[config.mk]
export PLATFORM = sky130hd
export DESIGN_NAME = flash_byte_device
export DESIGN_NICKNAME = d
export VERILOG_FILES = /design/src/pkg/flash_bank_pkg.sv /design/src/flash_reg_slave.sv /design/src/flash_byte_device.sv
export SDC_FILE = /design/constraint.sdc
export NUM_CORES = 2
export LEC_CHECK = 0
export CAP_MARGIN = 25
export CORE_UTILIZATION = 32
export CTS_CLUSTER_SIZE = 16
export DETAILED_ROUTE_END_ITERATION = 7
export DONT_BUFFER_PORTS = 1
export PLACE_DENSITY = 0.47
export SYNTH_ARGS = -nofsm -noshare
export SYNTH_HDL_FRONTEND = slang
export SYNTH_SLANG_ARGS = --single-unit
export TNS_END_PERCENT = 100
[constraint.sdc]
create_clock -name aclk -period 14.65 [get_ports aclk]
set_input_delay 1.465 -clock aclk [delete_from_list [all_inputs] [get_ports aclk]]
set_output_delay 1.465 -clock aclk [all_outputs]
set_load 0.005 [all_outputs]
[src/pkg/flash_bank_pkg.sv]
package flash_bank_pkg;

   // Command bytes seen on the data lane
   localparam logic [7:0] CMD_READ = 8'h00;
   localparam logic [7:0] CMD_IDENT_A = 8'h80;
   localparam logic [7:0] CMD_IDENT_B = 8'h90;
   localparam logic [7:0] CMD_ERASE = 8'h20;
   localparam logic [7:0] CMD_ERASE_VERIFY = 8'hA0;
   localparam logic [7:0] CMD_PROGRAM = 8'h40;
   localparam logic [7:0] CMD_PROGRAM_VERIFY = 8'hC0;
   localparam logic [7:0] CMD_RESET = 8'hFF;

   // Content of an erased byte
   localparam logic [7:0] ERASED_BYTE = 8'hFF;
   // Idle value driven on the data lane
   localparam logic [7:0] IDLE_BYTE = 8'h00;

   // Identification read addresses
   localparam logic [15:0] ID_MAKER_ADDR = 16'h0000;
   localparam logic [15:0] ID_PART_ADDR = 16'h0001;

   // Register bus geometry
   localparam int AXI_ADDR_WIDTH = 8;
   localparam logic [7:0] REG_CTRL = 8'h00;
   localparam logic [7:0] REG_STATUS = 8'h04;
   localparam logic [7:0] REG_IDENT = 8'h08;

   // Control register fields and reset value
   localparam int CTRL_PROTECT_BIT = 0;
   localparam logic [31:0] CTRL_RESET = 32'h0000_0000;

   // Status register fields
   localparam int STAT_MODE_LSB = 0;
   localparam int STAT_ERASING_BIT = 3;
   localparam int STAT_VPP_BIT = 4;

   // Bus answers
   localparam logic [1:0] RESP_OKAY = 2'h0;
   localparam logic [1:0] RESP_SLVERR = 2'h2;

   // Operating modes of the command state machine
   typedef enum logic [2:0] {
      MODE_READ = 3'b000,
      MODE_IDENT = 3'b001,
      MODE_ERASE_SETUP = 3'b010,
      MODE_ERASING = 3'b011,
      MODE_ERASE_VERIFY = 3'b100,
      MODE_PROG_SETUP = 3'b101,
      MODE_PROG_VERIFY = 3'b110,
      MODE_RESET_ARMED = 3'b111
   } mode_type;

endpackage

[src/flash_reg_slave.sv]
`timescale 1ns/100ps
module flash_reg_slave (
   input wire logic aclk,
   input wire logic aresetn,
   input wire logic [7:0] s_axi_awaddr,
   input wire logic s_axi_awvalid,
   output logic s_axi_awready,
   input wire logic [31:0] s_axi_wdata,
   input wire logic [3:0] s_axi_wstrb,
   input wire logic s_axi_wvalid,
   output logic s_axi_wready,
   output logic [1:0] s_axi_bresp,
   output logic s_axi_bvalid,
   input wire logic s_axi_bready,
   input wire logic [7:0] s_axi_araddr,
   input wire logic s_axi_arvalid,
   output logic s_axi_arready,
   output logic [31:0] s_axi_rdata,
   output logic [1:0] s_axi_rresp,
   output logic s_axi_rvalid,
   input wire logic s_axi_rready,
   input wire logic [31:0] status_word,
   input wire logic [31:0] ident_word,
   output logic write_protect
);

   logic aw_held_q, aw_held_d; // Address taken, waiting for data
   logic w_held_q, w_held_d; // Data taken, waiting for address
   logic [7:0] waddr_q, waddr_d;
   logic [31:0] wdata_q, wdata_d;
   logic [3:0] wstrb_q, wstrb_d;
   logic [1:0] bresp_q, bresp_d;
   logic bvalid_q, bvalid_d;
   logic arready_q, arready_d;
   logic [31:0] rdata_q, rdata_d;
   logic [1:0] rresp_q, rresp_d;
   logic rvalid_q, rvalid_d;
   logic [31:0] ctrl_q, ctrl_d; // Software control word
   logic awready_q, awready_d; // Registered so the pin leaves a flop
   logic wready_q, wready_d;

   // Write and read channel next values
   always_comb begin
      aw_held_d = aw_held_q;
      w_held_d = w_held_q;
      waddr_d = waddr_q;
      wdata_d = wdata_q;
      wstrb_d = wstrb_q;
      bresp_d = bresp_q;
      bvalid_d = bvalid_q;
      ctrl_d = ctrl_q;
      arready_d = arready_q;
      rdata_d = rdata_q;
      rresp_d = rresp_q;
      rvalid_d = rvalid_q;
      // Address and data may come in either order
      if (s_axi_awvalid && !aw_held_q && !bvalid_q) begin
         aw_held_d = 1'b1;
         waddr_d = s_axi_awaddr;
      end
      if (s_axi_wvalid && !w_held_q && !bvalid_q) begin
         w_held_d = 1'b1;
         wdata_d = s_axi_wdata;
         wstrb_d = s_axi_wstrb;
      end
      // Both halves present: commit and answer
      if (aw_held_q && w_held_q && !bvalid_q) begin
         aw_held_d = 1'b0;
         w_held_d = 1'b0;
         bvalid_d = 1'b1;
         if (waddr_q == flash_bank_pkg::REG_CTRL) begin
            bresp_d = flash_bank_pkg::RESP_OKAY;
            if (wstrb_q[0]) begin
               ctrl_d[7:0] = wdata_q[7:0];
            end
         end else if (waddr_q == flash_bank_pkg::REG_STATUS ||
                      waddr_q == flash_bank_pkg::REG_IDENT) begin
            // Read-only words ignore the data
            bresp_d = flash_bank_pkg::RESP_OKAY;
         end else begin
            bresp_d = flash_bank_pkg::RESP_SLVERR;
         end
      end else if (bvalid_q && s_axi_bready) begin
         bvalid_d = 1'b0;
      end
      // One read at a time; arready drops while the answer waits
      if (rvalid_q) begin
         if (s_axi_rready) begin
            rvalid_d = 1'b0;
            arready_d = 1'b1;
         end
      end else if (s_axi_arvalid && arready_q) begin
         rvalid_d = 1'b1;
         arready_d = 1'b0;
         rresp_d = flash_bank_pkg::RESP_OKAY;
         unique case (s_axi_araddr)
            flash_bank_pkg::REG_CTRL: rdata_d = ctrl_q;
            flash_bank_pkg::REG_STATUS: rdata_d = status_word;
            flash_bank_pkg::REG_IDENT: rdata_d = ident_word;
            default: begin
               rdata_d = 32'h0000_0000;
               rresp_d = flash_bank_pkg::RESP_SLVERR;
            end
         endcase
      end
      // Ready follows the next held state, one flop deep
      awready_d = !aw_held_d && !bvalid_d;
      wready_d = !w_held_d && !bvalid_d;
   end

   // Register stage with synchronous reset
   always_ff @(posedge aclk) begin
      if (!aresetn) begin
         aw_held_q <= 1'b0;
         w_held_q <= 1'b0;
         waddr_q <= 8'h00;
         wdata_q <= 32'h0000_0000;
         wstrb_q <= 4'h0;
         bresp_q <= flash_bank_pkg::RESP_OKAY;
         bvalid_q <= 1'b0;
         ctrl_q <= flash_bank_pkg::CTRL_RESET;
         arready_q <= 1'b1;
         rdata_q <= 32'h0000_0000;
         rresp_q <= flash_bank_pkg::RESP_OKAY;
         rvalid_q <= 1'b0;
         awready_q <= 1'b1;
         wready_q <= 1'b1;
      end else begin
         aw_held_q <= aw_held_d;
         w_held_q <= w_held_d;
         waddr_q <= waddr_d;
         wdata_q <= wdata_d;
         wstrb_q <= wstrb_d;
         bresp_q <= bresp_d;
         bvalid_q <= bvalid_d;
         ctrl_q <= ctrl_d;
         arready_q <= arready_d;
         rdata_q <= rdata_d;
         rresp_q <= rresp_d;
         rvalid_q <= rvalid_d;
         awready_q <= awready_d;
         wready_q <= wready_d;
      end
   end

   // Ready flags are flops, so held halves stall the channel
   assign s_axi_awready = awready_q;
   assign s_axi_wready = wready_q;
   assign s_axi_bresp = bresp_q;
   assign s_axi_bvalid = bvalid_q;
   assign s_axi_arready = arready_q;
   assign s_axi_rdata = rdata_q;
   assign s_axi_rresp = rresp_q;
   assign s_axi_rvalid = rvalid_q;
   assign write_protect = ctrl_q[flash_bank_pkg::CTRL_PROTECT_BIT];

endmodule

[src/flash_byte_device.sv]
// Operation
// - Codes 80H or 90H enter identification mode
// - Identification read at address 0 gives maker
// - Identification read at address 1 gives part
// - Only another command write, a disabled command register or reset leaves identification
// - Verify command latches address for next read
// - Erase verify command ends the erase pulse
// - Low programming supply makes device read-only
// - Erase and program need setup then command
// - Write only when select, write low, output high
`timescale 1ns/100ps
module flash_byte_device #(
   parameter int ADDR_WIDTH = 8,
   parameter logic [7:0] MAKER_CODE = 8'h5A, // Arbitrary value
   parameter logic [7:0] PART_CODE = 8'hC3 // Arbitrary value
) (
   input wire logic aclk,
   input wire logic aresetn,
   input wire logic [7:0] s_axi_awaddr,
   input wire logic s_axi_awvalid,
   output logic s_axi_awready,
   input wire logic [31:0] s_axi_wdata,
   input wire logic [3:0] s_axi_wstrb,
   input wire logic s_axi_wvalid,
   output logic s_axi_wready,
   output logic [1:0] s_axi_bresp,
   output logic s_axi_bvalid,
   input wire logic s_axi_bready,
   input wire logic [7:0] s_axi_araddr,
   input wire logic s_axi_arvalid,
   output logic s_axi_arready,
   output logic [31:0] s_axi_rdata,
   output logic [1:0] s_axi_rresp,
   output logic s_axi_rvalid,
   input wire logic s_axi_rready,
   input wire logic chip_select_n,
   input wire logic output_enable_n,
   input wire logic write_enable_n,
   input wire logic [ADDR_WIDTH-1:0] address,
   input wire logic [7:0] data_in,
   output logic [7:0] data_out,
   output logic data_out_en,
   input wire logic vpp_high
);

   // Array depth follows the address width
   localparam int DEPTH = 1 << ADDR_WIDTH;

   // Elaboration check on the address width
   generate
      if (ADDR_WIDTH < 1 || ADDR_WIDTH > 16) begin : g_bad_width
         $error("ADDR_WIDTH must lie between 1 and 16");
      end
   endgenerate

   logic [7:0] mem [0:DEPTH-1]; // Nonvolatile array, never reset
   flash_bank_pkg::mode_type mode_q, mode_d; // Command state
   logic [ADDR_WIDTH-1:0] latch_q, latch_d; // Verify address
   logic [ADDR_WIDTH-1:0] erase_ptr_q, erase_ptr_d; // Erase walker
   logic wr_seen_q, wr_seen_d; // Write strobe already taken
   logic [7:0] data_out_q, data_out_d;
   logic data_oe_q, data_oe_d;
   logic write_protect; // Software lock from the control register
   logic cmd_enable; // Command register usable
   logic wr_cond; // Pins in the write combination
   logic rd_cond; // Pins in the read combination
   logic write_take; // One pulse per accepted write
   logic mem_we;
   logic [ADDR_WIDTH-1:0] mem_addr;
   logic [7:0] mem_wdata;
   logic [7:0] read_value;
   logic [31:0] status_word;
   logic [31:0] ident_word;

   // Register bus slave holding the control word
   flash_reg_slave u_regs (
      .aclk(aclk),
      .aresetn(aresetn),
      .s_axi_awaddr(s_axi_awaddr),
      .s_axi_awvalid(s_axi_awvalid),
      .s_axi_awready(s_axi_awready),
      .s_axi_wdata(s_axi_wdata),
      .s_axi_wstrb(s_axi_wstrb),
      .s_axi_wvalid(s_axi_wvalid),
      .s_axi_wready(s_axi_wready),
      .s_axi_bresp(s_axi_bresp),
      .s_axi_bvalid(s_axi_bvalid),
      .s_axi_bready(s_axi_bready),
      .s_axi_araddr(s_axi_araddr),
      .s_axi_arvalid(s_axi_arvalid),
      .s_axi_arready(s_axi_arready),
      .s_axi_rdata(s_axi_rdata),
      .s_axi_rresp(s_axi_rresp),
      .s_axi_rvalid(s_axi_rvalid),
      .s_axi_rready(s_axi_rready),
      .status_word(status_word),
      .ident_word(ident_word),
      .write_protect(write_protect)
   );

   // Status view of the live state
   always_comb begin
      status_word = 32'h0000_0000;
      status_word[flash_bank_pkg::STAT_MODE_LSB +: 3] = mode_q;
      status_word[flash_bank_pkg::STAT_ERASING_BIT] =
         (mode_q == flash_bank_pkg::MODE_ERASING);
      status_word[flash_bank_pkg::STAT_VPP_BIT] = vpp_high;
      ident_word = {16'h0000, PART_CODE, MAKER_CODE};
   end

   // Pin decode; the write is taken once per strobe
   always_comb begin
      cmd_enable = vpp_high && !write_protect;
      wr_cond = !chip_select_n && !write_enable_n && output_enable_n;
      rd_cond = !chip_select_n && !output_enable_n && write_enable_n;
      write_take = wr_cond && !wr_seen_q && cmd_enable;
      wr_seen_d = wr_cond;
   end

   // Map a fresh command byte onto a mode
   function automatic flash_bank_pkg::mode_type decode(input logic [7:0] cmd);
      flash_bank_pkg::mode_type m;
      unique case (cmd)
         flash_bank_pkg::CMD_IDENT_A: m = flash_bank_pkg::MODE_IDENT;
         flash_bank_pkg::CMD_IDENT_B: m = flash_bank_pkg::MODE_IDENT;
         flash_bank_pkg::CMD_ERASE: m = flash_bank_pkg::MODE_ERASE_SETUP;
         flash_bank_pkg::CMD_PROGRAM: m = flash_bank_pkg::MODE_PROG_SETUP;
         flash_bank_pkg::CMD_ERASE_VERIFY: m = flash_bank_pkg::MODE_ERASE_VERIFY;
         flash_bank_pkg::CMD_PROGRAM_VERIFY: m = flash_bank_pkg::MODE_PROG_VERIFY;
         flash_bank_pkg::CMD_RESET: m = flash_bank_pkg::MODE_RESET_ARMED;
         // Read and any illegal byte fall back to read mode
         default: m = flash_bank_pkg::MODE_READ;
      endcase
      return m;
   endfunction

   // Command state machine and array write port
   always_comb begin
      mode_d = mode_q;
      latch_d = latch_q;
      erase_ptr_d = erase_ptr_q;
      mem_we = 1'b0;
      mem_addr = address;
      mem_wdata = data_in;
      // Erase walks the array one byte per cycle until stopped
      // A disabled command register must not alter the array
      if (mode_q == flash_bank_pkg::MODE_ERASING && cmd_enable) begin
         mem_we = 1'b1;
         mem_addr = erase_ptr_q;
         mem_wdata = flash_bank_pkg::ERASED_BYTE;
         erase_ptr_d = erase_ptr_q + 1'b1;
      end
      if (!cmd_enable) begin
         // Supply low or locked: read-only, pending setups dropped
         mode_d = flash_bank_pkg::MODE_READ;
      end else if (write_take) begin
         unique case (mode_q)
            flash_bank_pkg::MODE_ERASE_SETUP: begin
               // Setup alone leaves contents alone
               erase_ptr_d = '0;
               mode_d = (data_in == flash_bank_pkg::CMD_ERASE) ?
                  flash_bank_pkg::MODE_ERASING : flash_bank_pkg::MODE_READ;
            end
            flash_bank_pkg::MODE_PROG_SETUP: begin
               // Programming only clears bits
               mem_we = 1'b1;
               mem_wdata = mem[address] & data_in;
               mode_d = flash_bank_pkg::MODE_READ;
            end
            flash_bank_pkg::MODE_RESET_ARMED: begin
               // Second reset byte in a row confirms read mode
               mode_d = (data_in == flash_bank_pkg::CMD_RESET) ?
                  flash_bank_pkg::MODE_READ : decode(data_in);
            end
            default: begin
               // Any valid write leaves erase; any but 80H or 90H leaves identification
               mode_d = decode(data_in);
            end
         endcase
         // Verify commands capture the address for the next read
         if ((data_in == flash_bank_pkg::CMD_ERASE_VERIFY ||
              data_in == flash_bank_pkg::CMD_PROGRAM_VERIFY) &&
             mode_q != flash_bank_pkg::MODE_ERASE_SETUP &&
             mode_q != flash_bank_pkg::MODE_PROG_SETUP) begin
            latch_d = address;
         end
      end
   end

   // Read data source by mode
   always_comb begin
      unique case (mode_q)
         flash_bank_pkg::MODE_IDENT: begin
            if (address == ADDR_WIDTH'(flash_bank_pkg::ID_MAKER_ADDR)) begin
               read_value = MAKER_CODE;
            end else if (address == ADDR_WIDTH'(flash_bank_pkg::ID_PART_ADDR)) begin
               read_value = PART_CODE;
            end else begin
               read_value = flash_bank_pkg::IDLE_BYTE;
            end
         end
         flash_bank_pkg::MODE_ERASE_VERIFY,
         flash_bank_pkg::MODE_PROG_VERIFY: read_value = mem[latch_q];
         default: read_value = mem[address];
      endcase
      data_out_d = rd_cond ? read_value : flash_bank_pkg::IDLE_BYTE;
      data_oe_d = rd_cond;
   end

   // Array write; contents survive reset on purpose
   always_ff @(posedge aclk) begin
      if (mem_we) begin
         mem[mem_addr] <= mem_wdata;
      end
   end

   // State registers
   always_ff @(posedge aclk) begin
      if (!aresetn) begin
         mode_q <= flash_bank_pkg::MODE_READ;
         latch_q <= '0;
         erase_ptr_q <= '0;
         wr_seen_q <= 1'b0;
         data_out_q <= flash_bank_pkg::IDLE_BYTE;
         data_oe_q <= 1'b0;
      end else begin
         mode_q <= mode_d;
         latch_q <= latch_d;
         erase_ptr_q <= erase_ptr_d;
         wr_seen_q <= wr_seen_d;
         data_out_q <= data_out_d;
         data_oe_q <= data_oe_d;
      end
   end

   assign data_out = data_out_q;
   assign data_out_en = data_oe_q;
endmodule

Word-level counts from Yosys, hierarchy flattened
Memory sizes are Yosys's and may differ from the RTL's. A register that Yosys moved wholly into a read port is not among the register bits.
Index checks and enable logic that the tools add are counted.
{"block": "op_classes", "n_bitwise": 2, "reduce_logical": 46, "n_addsub": 1, "mux": 41, "n_eq_ne": 22}
{"operator": "2-to-1 mux 8 bit", "count": 13}
{"operator": "one-hot mux 16 bit (3 select lines)", "count": 1}
{"operator": "equality test 8 bit, second input constant", "count": 5}
{"operator": "zero test 8 bit", "count": 3}
{"operator": "logical AND 1 bit", "count": 20}
{"operator": "2-to-1 mux 1 bit", "count": 18}
{"operator": "one-hot mux 3 bit (6 select lines)", "count": 1}
{"operator": "equality test 8 x 3 -> 1 bit, second input constant", "count": 2}
{"operator": "equality test 8 x 4 -> 1 bit, second input constant", "count": 2}
{"operator": "one-hot mux 8 bit (2 select lines)", "count": 1}
{"operator": "one-hot mux 3 bit (5 select lines)", "count": 1}
{"operator": "equality test 3 bit, second input constant", "count": 4}
{"operator": "zero test 1 bit", "count": 11}
{"operator": "one-hot mux 3 bit (3 select lines)", "count": 1}
{"operator": "adder 8 x 1 -> 8 bit, second input constant", "count": 1}
{"operator": "AND 8 bit", "count": 1}
{"operator": "equality test 8 x 1 -> 1 bit, second input constant", "count": 1}
{"operator": "equality test 8 x 6 -> 1 bit, second input constant", "count": 1}
{"operator": "equality test 8 x 7 -> 1 bit, second input constant", "count": 1}
{"operator": "2-to-1 mux 2 bit", "count": 4}
{"operator": "AND reduction 2 bit", "count": 4}
{"operator": "equality test 3 x 2 -> 1 bit, second input constant", "count": 2}
{"operator": "AND reduction 3 bit", "count": 2}
{"operator": "OR reduction 2 bit", "count": 2}
{"operator": "9 further kinds", "count": 10}
{"block": "word_totals", "n_memories": 1, "mem_bits_rw": 2048, "elab_cells": 133, "output_inout_bits": 50, "register_bits": 97, "input_bits": 79}
{"name": "mem", "depth": 256, "width": 8, "rd": 2, "rd_clocked_by_memory_dff": 1, "wr": 1, "line_no": "flash_byte_device.sv:56", "source": "logic [7:0] mem [0:DEPTH-1];"}

Logic depth before layout (Yosys ltp)
{"block": "depth", "ltp_word": 9, "ltp_mapped": 14, "mapped_depth_nobuf": 8}

By module
From an unflattened synthesis, not the netlist that was laid out.
{"block": "hier_totals", "hier_cells": 5540, "area_unflattened_um2": 101392.2}
{"module": "flash_byte_device", "seq_area_each_um2": 62239.7, "cells_each": 5278, "area_each_um2": 98468.2, "n_inst": 1}
{"module": "flash_reg_slave", "seq_area_each_um2": 1321.3, "cells_each": 262, "area_each_um2": 2924.1, "n_inst": 1}

Worst setup path before layout
Ideal clock, no wire load.
{"block": "synth_timing", "path_kind": "in2reg", "from": "in address[1]", "to": "mem mem[0][0], data pin", "required_time_ps": 13071, "arrival_ps": 10254, "cell_stages": 13, "n_path_buf": 5, "setup_time_ps": 1579, "setup_slack_ps": 2818, "path_cell_list": "buf_2 buf_2 buf_2 buf_2 buf_2 mux4_2 nand2_1 nand2_1 a21oi_1 o2bb2ai_1 a211oi_1 nor3_1 a21oi_1"}
{"block": "synth_between", "elab_chain_len": 5}
{"element": "from (decl)", "line_no": "flash_byte_device.sv:39", "source": "input wire logic [ADDR_WIDTH-1:0] address,"}
{"element": "memory read (256 x 8 bit)"}
{"element": "AND 8 bit", "line_no": "flash_byte_device.sv:167", "source": "mem_wdata = mem[address] & data_in;"}
{"element": "2-to-1 mux 8 bit", "line_no": "flash_byte_device.sv:157", "source": "unique case (mode_q)"}
{"element": "2-to-1 mux 8 bit", "line_no": "flash_byte_device.sv:156", "source": "end else if (write_take) begin"}
{"element": "2-to-1 mux 8 bit", "line_no": "flash_byte_device.sv:153", "source": "if (!cmd_enable) begin"}
{"element": "named net mem_wdata[0]", "line_no": "flash_byte_device.sv:70", "source": "logic [7:0] mem_wdata;"}
{"element": "to (decl)", "line_no": "flash_byte_device.sv:56"}
The timed path passes the listed nets, and every way through them passes these cells.

Final worst setup path
{"block": "layout_timing", "from": "in address[0]", "to": "mem mem[255][5], data pin"}
Same word-level chain as after synthesis.

==> impl_metrics.csv <==
group,metric,value,unit
synth,yosysWarnings,0,
synth,ys_seq_area_frac,0.6295,
status,violations,"max-slew violations",
floorplan,rows,205,
floorplan,ios,129,
synth,synth_top_family_by_area,"multiplexers",
clock_network,post_cts.repair.setup_buffers,0,
floorplan,die-area,0.3155,mm²
synth,yosys-top-cells-area,"edfxtp_1 61%, mux4_2 22%, mux2i_1 3.8%",
timing,drv_slew,48,
timing,period_share,0.5084,
timing,finalSetupTns,0,ps
timing,worstMarginPinSlew,1588,ps
synth,yosys.area.top_type,"edfxtp_1",
worst_hold_path,hold_class,"register to register",
finish,drive_above_1_share,0.2970,
synth,synth_compound_area_frac,0.04224,
route,num_vias,58681,
route,ant_nets,0,
power_and_ir_drop,power_density,116.3,mW/mm²
route,routed_wl,373700,µm
synth,async_flop_share,0,
synth,netlist_top_cells_count,"2,048 x edfxtp_1, 982 x mux4_2, 380 x mux2i_1",
finish,nets,5623,
critical_path,worst-path-max-fanout,102,
clock_network,clk_path_buf_depth,4,
synth,avgSynthCellArea,18.49,µm²
global_route,grt_max_degree,528,
synth,synth_top_flop_cell,"edfxtp_1",
route,routedWlPerCell,37.74,µm
timing,hold_violations,0,
floorplan,core_area,0.3116,mm²
power_and_ir_drop,swShare,0.2242,
global_route,grt_pass1_vias,59215,
synth,synthAdderAreaFrac,0.0001248,
global_route,antenna_found_initial,19,
synth,synth_top_cell_area_share,0.6136,
clock_network,clock_latency,960,ps
floorplan,die_x,561.7,µm
critical_path,cp_data_arrival_time,8030,ps
timing,post-route-min-period,7449,ps
synth,synth_edf_count,2048,
clock_network,cts_tree,"done",
critical_path,path_class,"input port to register",
timing,slew-limit-headroom,-0.05851,
finish,fillers,28832,
place,gp_congestion,0.9195,
clock_network,numCtsBuffers,238,
synth,yosys.cell_count.top_type,"edfxtp_1",
synth,synth_seq_cells,2128,
timing,hold_slack,464.6,ps
clock_network,clkSlewWorstSetupHoldPaths,60,ps
run,drv_cap,0,
route,drtIter0Drc,6779,
timing,finClkSkew,93.15,ps
floorplan,start_util,0.3216,
place,dp_hpwl,238600,µm
synth,yosysUniqueCellTypes,82,
synth,netlist_instances,5420,
global_route,gr-total-overflow,0,
clock_network,clockRootBuffer,"clkbuf_16",
status,status,"finished with violations",
critical_path,end_kind,"register",
critical_path,start_kind,"input port",
power_and_ir_drop,ir_drop,0.1125,mV
clock_network,clock-sinks,2128,
timing,rsz0062_at_grt,"false",
timing,setup_violations,0,
clock_network,holdBufCountCts,0,
floorplan,dieHeight,561.7,µm
power_and_ir_drop,seqPwrFrac,0.505,
critical_path,crit_required,15230,ps
finish,syn_to_final_growth,13.29,%
route,vias_per_cell,5.927,
clock_network,cts_resized,0,
route,dr.pass1.iters,6,
power_and_ir_drop,netSwitchingPower,0.002962,W
global_route,track_usage,0.2335,
power_and_ir_drop,p_clk_frac,0.448,
synth,synthXorXnorAreaFrac,0.0006117,
power_and_ir_drop,p_leak,34.04,nW
power_and_ir_drop,intPower,0.01025,W
timing,max_freq,134.3,MHz
synth,synth_area,0.1002,mm²
route,drc,0,
clock_network,htreeDepth,4,
synth,synthSimpleGateAreaFrac,0.03822,
power_and_ir_drop,power.total,0.01321,W
synth,synth.mux.area_fraction,0.2630,
power_and_ir_drop,p_comb_frac,0.046,
place,io_buffers,0,
global_route,grt_pass1_wl,508800,µm
-- power groups by stage --
| stage | clock network (W) | registers [W] | logic [W] |
|---|---|---|---|
| floorplan | 0 | 0.00683 | 0.000387 |
| global route | 0.00622 | 0.00667 | 0.000634 |
| CTS | 0.00602 | 0.00667 | 0.000520 |
| global placement | 0 | 0.00680 | 0.000514 |
| detailed placement | 0 | 0.00680 | 0.000519 |
| finish | 0.00592 | 0.00667 | 0.000612 |
-- worst max-delay path, cell delays in order --
cell and delay [ps]:
buf_16 570, buf_16 520, buf_16 510, mux4_2 610, mux2i_1 320, o221ai_1 180, nor2_1 480, o21ai_0 550
a32o_1 480, o22a_4 420, buf_4 340, buf_16 210, buf_4 370, buf_12 240
-- stage by stage --
step	instances	util	setup slack [ps]	cell area [µm²]
5_1_grt	9895	0.3643	7077	113500
3_3_place_gp	9339	0.3359	7099	104700
6_report	9901	0.3644	7201	113600
3_5_place_dp	9409	0.3382	7174	105400
2_1_floorplan	5441	-	2818	100300
4_1_cts	9851	0.3625	8109	113000
-- state kept, by name, summed over array words and instances, names as in the netlist, 3 cells and up, named ones only --
name / count
u_regs.wdata_q: 8
u_regs.waddr_q: 8
u_regs.s_axi_rdata: 9
mode_q: 3
data_out: 8
u_regs.ctrl_q: 8
mem: 2048
erase_ptr_q: 8
latch_q: 8
-- cell type report --
type,count,area (µm²),area share
diodes,16,40.04,0.0003526
repair buffers,301,2833,0.02495
multi-input cells,2858,34720,0.3058
clock buffers,297,6233,0.05489
well taps,4140,5180,0.04562
inverters,16,77.57,0.0006831
flip-flops and latches,2128,63120,0.5558
clock inverters,145,1353,0.01191
-- per-layer routing --
| layer | wire length [µm] | track usage | up-vias |
|---|---|---|---|
| met4 | 18950 | 0.1064 | 2 |
| met1 | 150700 | 0.3127 | 31971 |
| met5 | 12 | 0 | - |
| met2 | 174400 | 0.3705 | 2806 |
| li1 | - | - | 23282 |
| met3 | 29680 | 0.04169 | 620 |
-- layout by cell type (no fill, tap or decap), types with 65 or more instances in the layout --
cell type / n
o221ai_1: 109
nand2_1: 195
nor2_1: 343
dfxtp_1: 73
nor2b_1: 65
mux4_2: 982
mux2i_1: 380
o22ai_1: 101
clkbuf_16: 239
buf_4: 227
edfxtp_1: 2048
a21oi_1: 112
-- final timing paths --
| kind | startpoint | to | slack (ps) | cells past startpoint |
|---|---|---|---|---|
| setup / recovery | address[0] | mem[255][5] | 7200 | 14 |
| hold reg to reg | u_regs.ctrl_q[7] | u_regs.s_axi_rdata[7] | 460 | 2 |
| setup reg to reg | register | data_out[4] | 8310 | 11 |
| hold / removal | u_regs.ctrl_q[7] | u_regs.s_axi_rdata[7] | 460 | 2 |
-- cell families after synthesis --
logic type / count (synthesis)
mux: 1392
other cells: 1
buf+inv: 455
flops: 2128
xor+xnor: 7
simple gates: 833
fa+ha+maj: 1
compound gates: 603
Power figures use the tool's default switching activity.
